`src/shared/ctid_regs.vh`:
```
`ifndef CTID_REGS_VH
`define CTID_REGS_VH
// ==========================================================
// Register offsets (byte addresses, one 32-bit word each).
`define CTID_OFS_BANK_CFG 8'h00
`define CTID_OFS_STATUS 8'h04
`define CTID_OFS_SPACE_TAG 8'h10
`define CTID_OFS_VADDR_LO 8'h18
`define CTID_OFS_VADDR_HI 8'h1c
`define CTID_OFS_ANY_LO 8'h20
`define CTID_OFS_ANY_HI 8'h24
`define CTID_OFS_LEAF_LO 8'h28
`define CTID_OFS_LEAF_HI 8'h2c
`define CTID_OFS_HI_DATA 8'h30
// ==========================================================
// Bank configuration fields.
`define CTID_CFG_WIDE_SCHEME 0
`define CTID_CFG_WIDE_TAG 1
`define CTID_CFG_HYP 2
`define CTID_CFG_MON 3
`define CTID_CFG_SECURE 4
`define CTID_CFG_GRAN64K 5
`define CTID_CFG_VER2 6
`define CTID_CFG_VM_LSB 8
`define CTID_CFG_RESET 32'h00000000
// ==========================================================
// Command kinds.
`define CTID_CMD_TAG 2'h0
`define CTID_CMD_VADDR 2'h1
`define CTID_CMD_ANY 2'h2
`define CTID_CMD_LEAF 2'h3
`endif

```
`src/rtl/ctid_queue.v`:
```
`timescale 1ns/1ps
// ==========================================================
// Pending operation queue.
module ctid_queue #(
  parameter WIDTH = 8,
  parameter DEPTH = 4,
  parameter AW = 2
) (
  // Clock and reset.
  input wire clk_i,
  input wire reset_i,
  // Fill side.
  input wire push_i,
  input wire [WIDTH-1:0] push_data_i,
  output wire full_o,
  // Drain side.
  input wire pop_i,
  output wire [WIDTH-1:0] pop_data_o,
  output wire empty_o,
  output wire [AW:0] count_o
);
  reg [WIDTH-1:0] mem [0:DEPTH-1];
  reg [AW-1:0] wr_ptr;
  reg [AW-1:0] rd_ptr;
  reg [AW:0] count;
  wire do_push;
  wire do_pop;
  assign do_push = push_i && (count != DEPTH[AW:0]);
  assign do_pop = pop_i && (count != {(AW+1){1'b0}});
  assign full_o = (count == DEPTH[AW:0]);
  assign empty_o = (count == {(AW+1){1'b0}});
  assign pop_data_o = mem[rd_ptr];
  assign count_o = count;
  always @(posedge clk_i) begin
    if (do_push) begin
      mem[wr_ptr] <= push_data_i;
    end
  end
  always @(posedge clk_i) begin
    if (reset_i) begin
      wr_ptr <= {AW{1'b0}};
      rd_ptr <= {AW{1'b0}};
      count <= {(AW+1){1'b0}};
    end else begin
      if (do_push) begin
        wr_ptr <= wr_ptr + {{(AW-1){1'b0}}, 1'b1};
      end
      if (do_pop) begin
        rd_ptr <= rd_ptr + {{(AW-1){1'b0}}, 1'b1};
      end
      if (do_push && !do_pop) begin
        count <= count + {{AW{1'b0}}, 1'b1};
      end else if (do_pop && !do_push) begin
        count <= count - {{AW{1'b0}}, 1'b1};
      end
    end
  end
endmodule

```
`src/rtl/ctid_top.v`:
```
// Strobed register access and the register offsets were left to the implementer.
`timescale 1ns/1ps
// How it works
// - tag from low bits, width by version.
// - narrow scheme forces upper tag bits zero.
// - by-address removes matching entries, globals included.
// - global entries skip tag compare.
// - extra unlocked entries may also go.
// - secure banks ignore machine tag.
// - hypervisor bank matches hypervisor entries only.
// - match only issuing bank's security domain.
// - 32-bit write zero-extends, upper word ignored.
// - address registers write-only, read zero.
// - wide layout tag, reserved, address fields.
// - 64KB granule ignores address bits 15:12.
// - bit 55 replicates into bits 63:56.
// - narrow scheme zeroes address bits 55:32.
// - narrow layout address, reserved, tag fields.
// - any-tag command matches address and machine tag.
// - narrow any-tag layout reserves bits 11:0.
// - leaf command needs final level entries only.
`include "ctid_regs.vh"
module ctid_top #(
  parameter QDEPTH = 4,
  parameter QAW = 2,
  parameter VM_W = 8
) (
  // Clock and reset.
  input wire CLK_SYS_I,
  input wire RESET_I,
  // Register port.
  input wire [7:0] ADDR_I,
  input wire [31:0] WDATA_I,
  input wire WR_I,
  input wire RD_I,
  output reg [31:0] RDATA_O,
  // Invalidate command to the TLB.
  output wire CMD_VALID_O,
  input wire CMD_READY_I,
  output wire [1:0] CMD_KIND_O,
  output wire [63:0] CMD_VADDR_O,
  output wire [63:0] CMD_VADDR_MASK_O,
  output wire [15:0] CMD_SPACE_TAG_O,
  output wire [VM_W-1:0] CMD_VM_TAG_O,
  output wire CMD_CHECK_SPACE_TAG_O,
  output wire CMD_CHECK_VM_TAG_O,
  output wire CMD_HYP_ONLY_O,
  output wire CMD_MON_ONLY_O,
  output wire CMD_SECURE_O,
  output wire CMD_LEAF_ONLY_O,
  output wire CMD_INCLUDE_GLOBAL_O,
  // Status.
  output wire PENDING_O,
  output wire DROPPED_O
);
  // ==========================================================
  // Configuration and upper-word staging.
  reg [31:0] bank_cfg;
  reg [31:0] hi_stage;
  reg dropped;
  wire wide_scheme;
  wire wide_tag;
  wire hyp;
  wire mon;
  wire secure;
  wire gran64k;
  wire ver2;
  assign wide_scheme = bank_cfg[`CTID_CFG_WIDE_SCHEME];
  assign wide_tag = bank_cfg[`CTID_CFG_WIDE_TAG];
  assign hyp = bank_cfg[`CTID_CFG_HYP];
  assign mon = bank_cfg[`CTID_CFG_MON];
  assign secure = bank_cfg[`CTID_CFG_SECURE];
  assign gran64k = bank_cfg[`CTID_CFG_GRAN64K];
  assign ver2 = bank_cfg[`CTID_CFG_VER2];
  // ==========================================================
  // Write decode.
  reg cmd_hit;
  reg [1:0] kind;
  reg [63:0] word;
  always @* begin
    cmd_hit = 1'b0;
    kind = `CTID_CMD_TAG;
    word = {32'h00000000, WDATA_I};
    if (WR_I) begin
      case (ADDR_I)
        `CTID_OFS_SPACE_TAG: begin
          cmd_hit = 1'b1;
          kind = `CTID_CMD_TAG;
        end
        `CTID_OFS_VADDR_LO: begin
          cmd_hit = 1'b1;
          kind = `CTID_CMD_VADDR;
        end
        `CTID_OFS_ANY_LO: begin
          cmd_hit = 1'b1;
          kind = `CTID_CMD_ANY;
        end
        `CTID_OFS_LEAF_LO: begin
          cmd_hit = 1'b1;
          kind = `CTID_CMD_LEAF;
        end
        `CTID_OFS_VADDR_HI, `CTID_OFS_ANY_HI, `CTID_OFS_LEAF_HI: begin
          cmd_hit = wide_scheme;
          kind = ADDR_I[5] ? (ADDR_I[3] ? `CTID_CMD_LEAF : `CTID_CMD_ANY) : `CTID_CMD_VADDR;
          word = {WDATA_I, hi_stage};
        end
        default: begin
          cmd_hit = 1'b0;
        end
      endcase
    end
  end
  // ==========================================================
  // Field extraction and match scope.
  reg [15:0] tag;
  reg [63:0] va;
  reg [63:0] mask;
  always @* begin
    tag = 16'h0000;
    va = 64'h0;
    mask = {64{1'b1}};
    if (kind == `CTID_CMD_TAG) begin
      tag = ver2 ? word[15:0] : {8'h00, word[7:0]};
      if (!wide_scheme) begin
        tag[15:8] = 8'h00;
      end
    end else if (wide_scheme) begin
      tag = word[63:48];
      va = {{8{word[43]}}, word[43:0], 12'h000};
    end else begin
      va = {32'h00000000, word[31:12], 12'h000};
      tag = {8'h00, word[7:0]};
    end
    if (kind == `CTID_CMD_ANY || kind == `CTID_CMD_LEAF) begin
      tag = 16'h0000;
    end
    if (kind != `CTID_CMD_TAG && wide_scheme && !wide_tag) begin
      tag[15:8] = 8'h00;
    end
    mask[11:0] = 12'h000;
    if (gran64k) begin
      mask[15:12] = 4'h0;
    end
    if (kind == `CTID_CMD_TAG) begin
      mask = 64'h0;
    end
  end
  wire check_space;
  wire check_vm;
  assign check_space = (kind == `CTID_CMD_TAG || kind == `CTID_CMD_VADDR) && !hyp;
  assign check_vm = !secure && !hyp;
  // Packed pending entry: the TLB may over-invalidate beyond this scope.
  localparam QW = 2 + 64 + 64 + 16 + VM_W + 8;
  wire [QW-1:0] push_data;
  wire [QW-1:0] head;
  wire full;
  wire empty;
  wire [QAW:0] count;
  assign push_data = {kind, va, mask, tag, bank_cfg[`CTID_CFG_VM_LSB +: VM_W],
    check_space, check_vm, hyp, mon, secure,
    (kind == `CTID_CMD_LEAF), (kind != `CTID_CMD_TAG), 1'b0};
  ctid_queue #(.WIDTH(QW), .DEPTH(QDEPTH), .AW(QAW)) u_queue (
    .clk_i(CLK_SYS_I),
    .reset_i(RESET_I),
    .push_i(cmd_hit),
    .push_data_i(push_data),
    .full_o(full),
    .pop_i(CMD_READY_I),
    .pop_data_o(head),
    .empty_o(empty),
    .count_o(count)
  );
  assign CMD_VALID_O = !empty;
  assign CMD_KIND_O = head[QW-1 -: 2];
  assign CMD_VADDR_O = head[QW-3 -: 64];
  assign CMD_VADDR_MASK_O = head[QW-67 -: 64];
  assign CMD_SPACE_TAG_O = head[QW-131 -: 16];
  assign CMD_VM_TAG_O = head[7+VM_W:8];
  assign CMD_CHECK_SPACE_TAG_O = head[7];
  assign CMD_CHECK_VM_TAG_O = head[6];
  assign CMD_HYP_ONLY_O = head[5];
  assign CMD_MON_ONLY_O = head[4];
  assign CMD_SECURE_O = head[3];
  assign CMD_LEAF_ONLY_O = head[2];
  assign CMD_INCLUDE_GLOBAL_O = head[1];
  assign PENDING_O = !empty;
  assign DROPPED_O = dropped;
  // ==========================================================
  // Register writes and reads.
  always @(posedge CLK_SYS_I) begin
    if (RESET_I) begin
      bank_cfg <= `CTID_CFG_RESET;
      hi_stage <= 32'h00000000;
      dropped <= 1'b0;
      RDATA_O <= 32'h00000000;
    end else begin
      if (WR_I && ADDR_I == `CTID_OFS_BANK_CFG) begin
        bank_cfg <= WDATA_I;
      end
      if (WR_I && ADDR_I == `CTID_OFS_HI_DATA) begin
        hi_stage <= WDATA_I;
      end
      if (cmd_hit && full) begin
        dropped <= 1'b1;
      end else if (WR_I && ADDR_I == `CTID_OFS_STATUS && WDATA_I[1]) begin
        dropped <= 1'b0;
      end
      RDATA_O <= 32'h00000000;
      if (RD_I) begin
        case (ADDR_I)
          `CTID_OFS_BANK_CFG: begin
            RDATA_O <= bank_cfg;
          end
          `CTID_OFS_STATUS: begin
            RDATA_O <= {{(29-QAW){1'b0}}, count, dropped, !empty};
          end
          default: begin
            RDATA_O <= 32'h00000000;
          end
        endcase
      end
    end
  end
endmodule

```
`config.mk`:
```
export PLATFORM = sky130hd
export DESIGN_NAME = ctid_top
export DESIGN_NICKNAME = d
export VERILOG_FILES = /design/src/rtl/ctid_queue.v /design/src/rtl/ctid_top.v
export VERILOG_INCLUDE_DIRS = /design/src /design/src/shared
export SDC_FILE = /design/constraint.sdc
export NUM_CORES = 1
export LEC_CHECK = 0
export BUFFER_PORTS_ARGS = -buffer_cell sky130_fd_sc_hd__buf_4
export CORE_ASPECT_RATIO = 0.75
export CORE_UTILIZATION = 50
export CTS_BUF_LIST = sky130_fd_sc_hd__clkbuf_8
export DETAILED_ROUTE_END_ITERATION = 10
export GPL_ROUTABILITY_DRIVEN = 0
export MAX_ROUTING_LAYER = met4
export PLACE_DENSITY = 0.73
export SYNTH_ARGS = -nofsm -noshare
export SYNTH_HDL_FRONTEND = slang
export SYNTH_SLANG_ARGS = --single-unit
```
`constraint.sdc`:
```
create_clock -name CLK_SYS_I -period 11.35 [get_ports CLK_SYS_I]
set_input_delay 1.135 -clock CLK_SYS_I [delete_from_list [all_inputs] [get_ports CLK_SYS_I]]
set_output_delay 1.135 -clock CLK_SYS_I [all_outputs]
set_load 0.02 [all_outputs]
```
==> reports/qor.yml <==
timing:
  period_share_pct: 41.5
  max_freq_mhz: 212
  final_max_slew_viol_count: 0
  fin_worst_skew_ns: 0.0166
  hold_viol: 0
  min_period_ns: 4.71
  setup_violations: 0
  worstMarginPinSlew_ns: 1.21
  fin_tns_setup_ns: 0
  relSlewSlack_pct: 19.3
  rsz0062_at_grt: "false"
floorplanning:
  die_x_um: 216
  die_area_sq_um: 35100
  io_pins: 241
  coreArea_sq_um: 33700
  initial_core_util_pct: 51.0
  row_count: 58
  die_h_um: 163
clock_tree:
  cts_hold_buf: 0
  insertion_delay_ns: 0.62
  postCtsSetupRepairBufs: 0
  cts-root-buf: "clkbuf_8"
  max-clock-path-buffers: 3
  cts.sinks: 418
  cts_tree: "yes"
  ctsResizeCount: 0
  clk_pin_slew_ns: 0.07
  htreeDepth: 2
  cts_buffers: 60
placed_design:
  dp.cells: 1666
  hpwlAfterDp_mm: 25.8
  io_buffers: 216
critical_path:
  r2r-end: "u_queue.mem[0][143]"
  path_max_fanout: 49
  r2r_slack_ns: 8.55
  cp-end-kind: "primary output"
  rr_worst_depth: 5
  crit_path_cell_trace: "buf_4 -> mux4_2 -> buf_4"
  path_common_cell: "buf_4"
  cp_data_required_time_ns: 10.22
  critPathLaunchType: "flop"
  critical_path_class: "flop to primary output"
  worstReg2RegStart: "u_queue.count_o[0]"
  slowest_delay_ns: 0.94
  crit_arrival_ns: 3.58
  critPathSlowestCell: "mux4_2"
logic_synthesis:
  yosys.cell_types.count: 54
  ys_seq_area_share_pct: 66.9
  synthCells: 1115
  ys_ff_latch: 418
  synth-edff-count: 312
  syn_avg_cell_area_sq_um: 15.4
  ys.warnings.count: 0
  dominantRegCellSynth: "edfxtp_1"
  synth_area_sq_um: 17200
  synthArstFlopShare_pct: 0
detailed_routing:
  finalWirelength_mm: 40.7
  drt_iter0_markers: 842
  dr.pass1.iters: 5
  viasPerCell: 5.63
  dr.max_layer_used: "met4"
  wl_per_cell_um: 22.9
  wl_met1_mm: 17.9
  vias: 10000
  wl_met3_mm: 3.13
  drtAntennaViolNets: 0
  route.met2.wl_mm: 18.7
  drc: 0
final_layout:
  fin_nets: 1329
  final_cell_mix: "edfxtp_1 (312), buf_4 (229), dfxtp_1 (103), nand2_1 (103), mux4_2 (78)"
  diodes: 0
  layout_commonest_cell: "edfxtp_1"
  area_growth_pct: 15.8
  fin_cells: 1779
  drive_above_1_share_pct: 34.3
  fillers: 2560
power_and_ir_drop:
  power_density_nw_per_um2: 172
  ir_drop_v: 0.000106
  p_leak_uw: 0.00744
grt:
  grt-ovfl-total: 0
  grt_usage_pct: 24.1
  grt_max_degree: 77
  grt_pass1_wl_mm: 60.5
  grt_pass1_vias: 9538
  antenna_found_initial: 0
run:
  cap_viol_max_count: 0
min_path:
  worstHoldEndpoint: "bank_cfg[28]"
  min_from: "bank_cfg[28]"
  min_path_cells: 2
  min_path_type: "flop to flop"
outcome:
  status: "completed"
area by class of cell:
cell class                      count  area (sq um)  area share, %
Multi-Input combinational cell    563          4840           24.3
Clock inverter                     44           303           1.52
Sequential cell                   418         11500           57.8
Clock buffer                       69           950           4.77
Tap cell                          450           563           2.83
Timing Repair Buffer              229          1720           8.64
Inverter                            6          22.5          0.113
worst max-delay path: cells and delay by family, from the launching register on:
family | cells | cell delay [ns]
buffers and inverters | 2 | 1.04
muxes | 1 | 0.94
DFF | 1 | 0.90
sequential cells by signal, summed over array words and instances (netlist names), named ones only:
register         cells
bank_cfg            32
u_queue.rd_ptr       2
DROPPED_O            1
hi_stage            32
u_queue.mem        312
RDATA_O             32
u_queue.wr_ptr       2
u_queue.count_o      3
cells by family (layout without fill, tap and decap cells):
kind of cell	Yosys count	after routing	synth area share [%]
and+or+nand+nor	261	261	7.28
muxes	158	158	15.2
AOI/OAI and AO/OA	109	109	4.36
DFF	418	418	66.9
adders and majority gates	6	6	0.481
other	1	24	0.0218
buffers and inverters	157	348	5.51
xor gates and xnor gates	5	5	0.255
Yosys cell counts (2+ instances only):
cell type  count  area [sq um]
edfxtp_1     312          9370
dfxtp_1      106          2120
nand2_1      103           387
buf_4         84           631
mux4_2        78          1760
nor2_1        71           267
a21oi_1       49           245
clkbuf_1      45           169
mux2_2        40           450
mux2i_1       39           390
and2_1        38           238
a22oi_1       25           188
buf_2         15          75.1
and3_1        14          87.6
nand3_1        9          45.0
a221o_1        7          70.1
inv_1          6          22.5
o21a_1         6          45.0
ha_1           5          62.6
o221a_1        5          56.3
xor2_1         5          43.8
buf_1          4          15.0
nand2b_1       4          25.0
o21ai_0        4          20.0
a22o_1         3          26.3
buf_6          3          33.8
a211o_1        2          17.5
a21oi_2        2          17.5
and4b_1        2          20.0
nor3_4         2          32.5
nor4_1         2          12.5
or3_1          2          12.5
or4_1          2          15.0
metal layers:
layer,vias to the layer above,global-route usage [%]
met5,-,-
met4,0,7.17
met3,70,4.44
met2,457,35.0
met1,5073,34.7
li1,4418,-
per-stage QoR:
stage               instance area (sq um)  total power (uW)  hold WS [ns]  worst slack (ns)  utilization, %
detailed placement                  18600              2240         0.443              7.16            55.4
global placement                    18600              2240         0.435              7.21            55.4
global route                        19900              3550         0.479              6.31            59.1
CTS                                 19900              3460         0.453              6.49            59.1
floorplan                           17300              2080         0.430              6.94               -
finish                              19900              3430         0.454              6.64            59.1
worst max path at each step:
stage	endpoint	slack [ns]	cells after the start	start
after detailed placement	CMD_VADDR_MASK_O[20]	7.16	3	flop
after floorplan	u_queue.mem[0][107]	6.94	5	ADDR_I[4]
after CTS	CMD_VADDR_MASK_O[20]	6.49	3	flop
after global routing	CMD_VADDR_MASK_O[20]	6.31	3	flop
final	CMD_VADDR_MASK_O[20]	6.64	3	flop
after global placement	CMD_INCLUDE_GLOBAL_O	7.21	3	flop
power breakdown:
| part | total (uW) | internal [uW] | switching, uW |
|---|---|---|---|
| Clock | 1220 | 650 | 571 |
| Combinational | 543 | 245 | 299 |
| Sequential | 1660 | 1630 | 28.7 |
| Total | 3430 | 2530 | 899 |
Power figures use the tool's default switching activity.
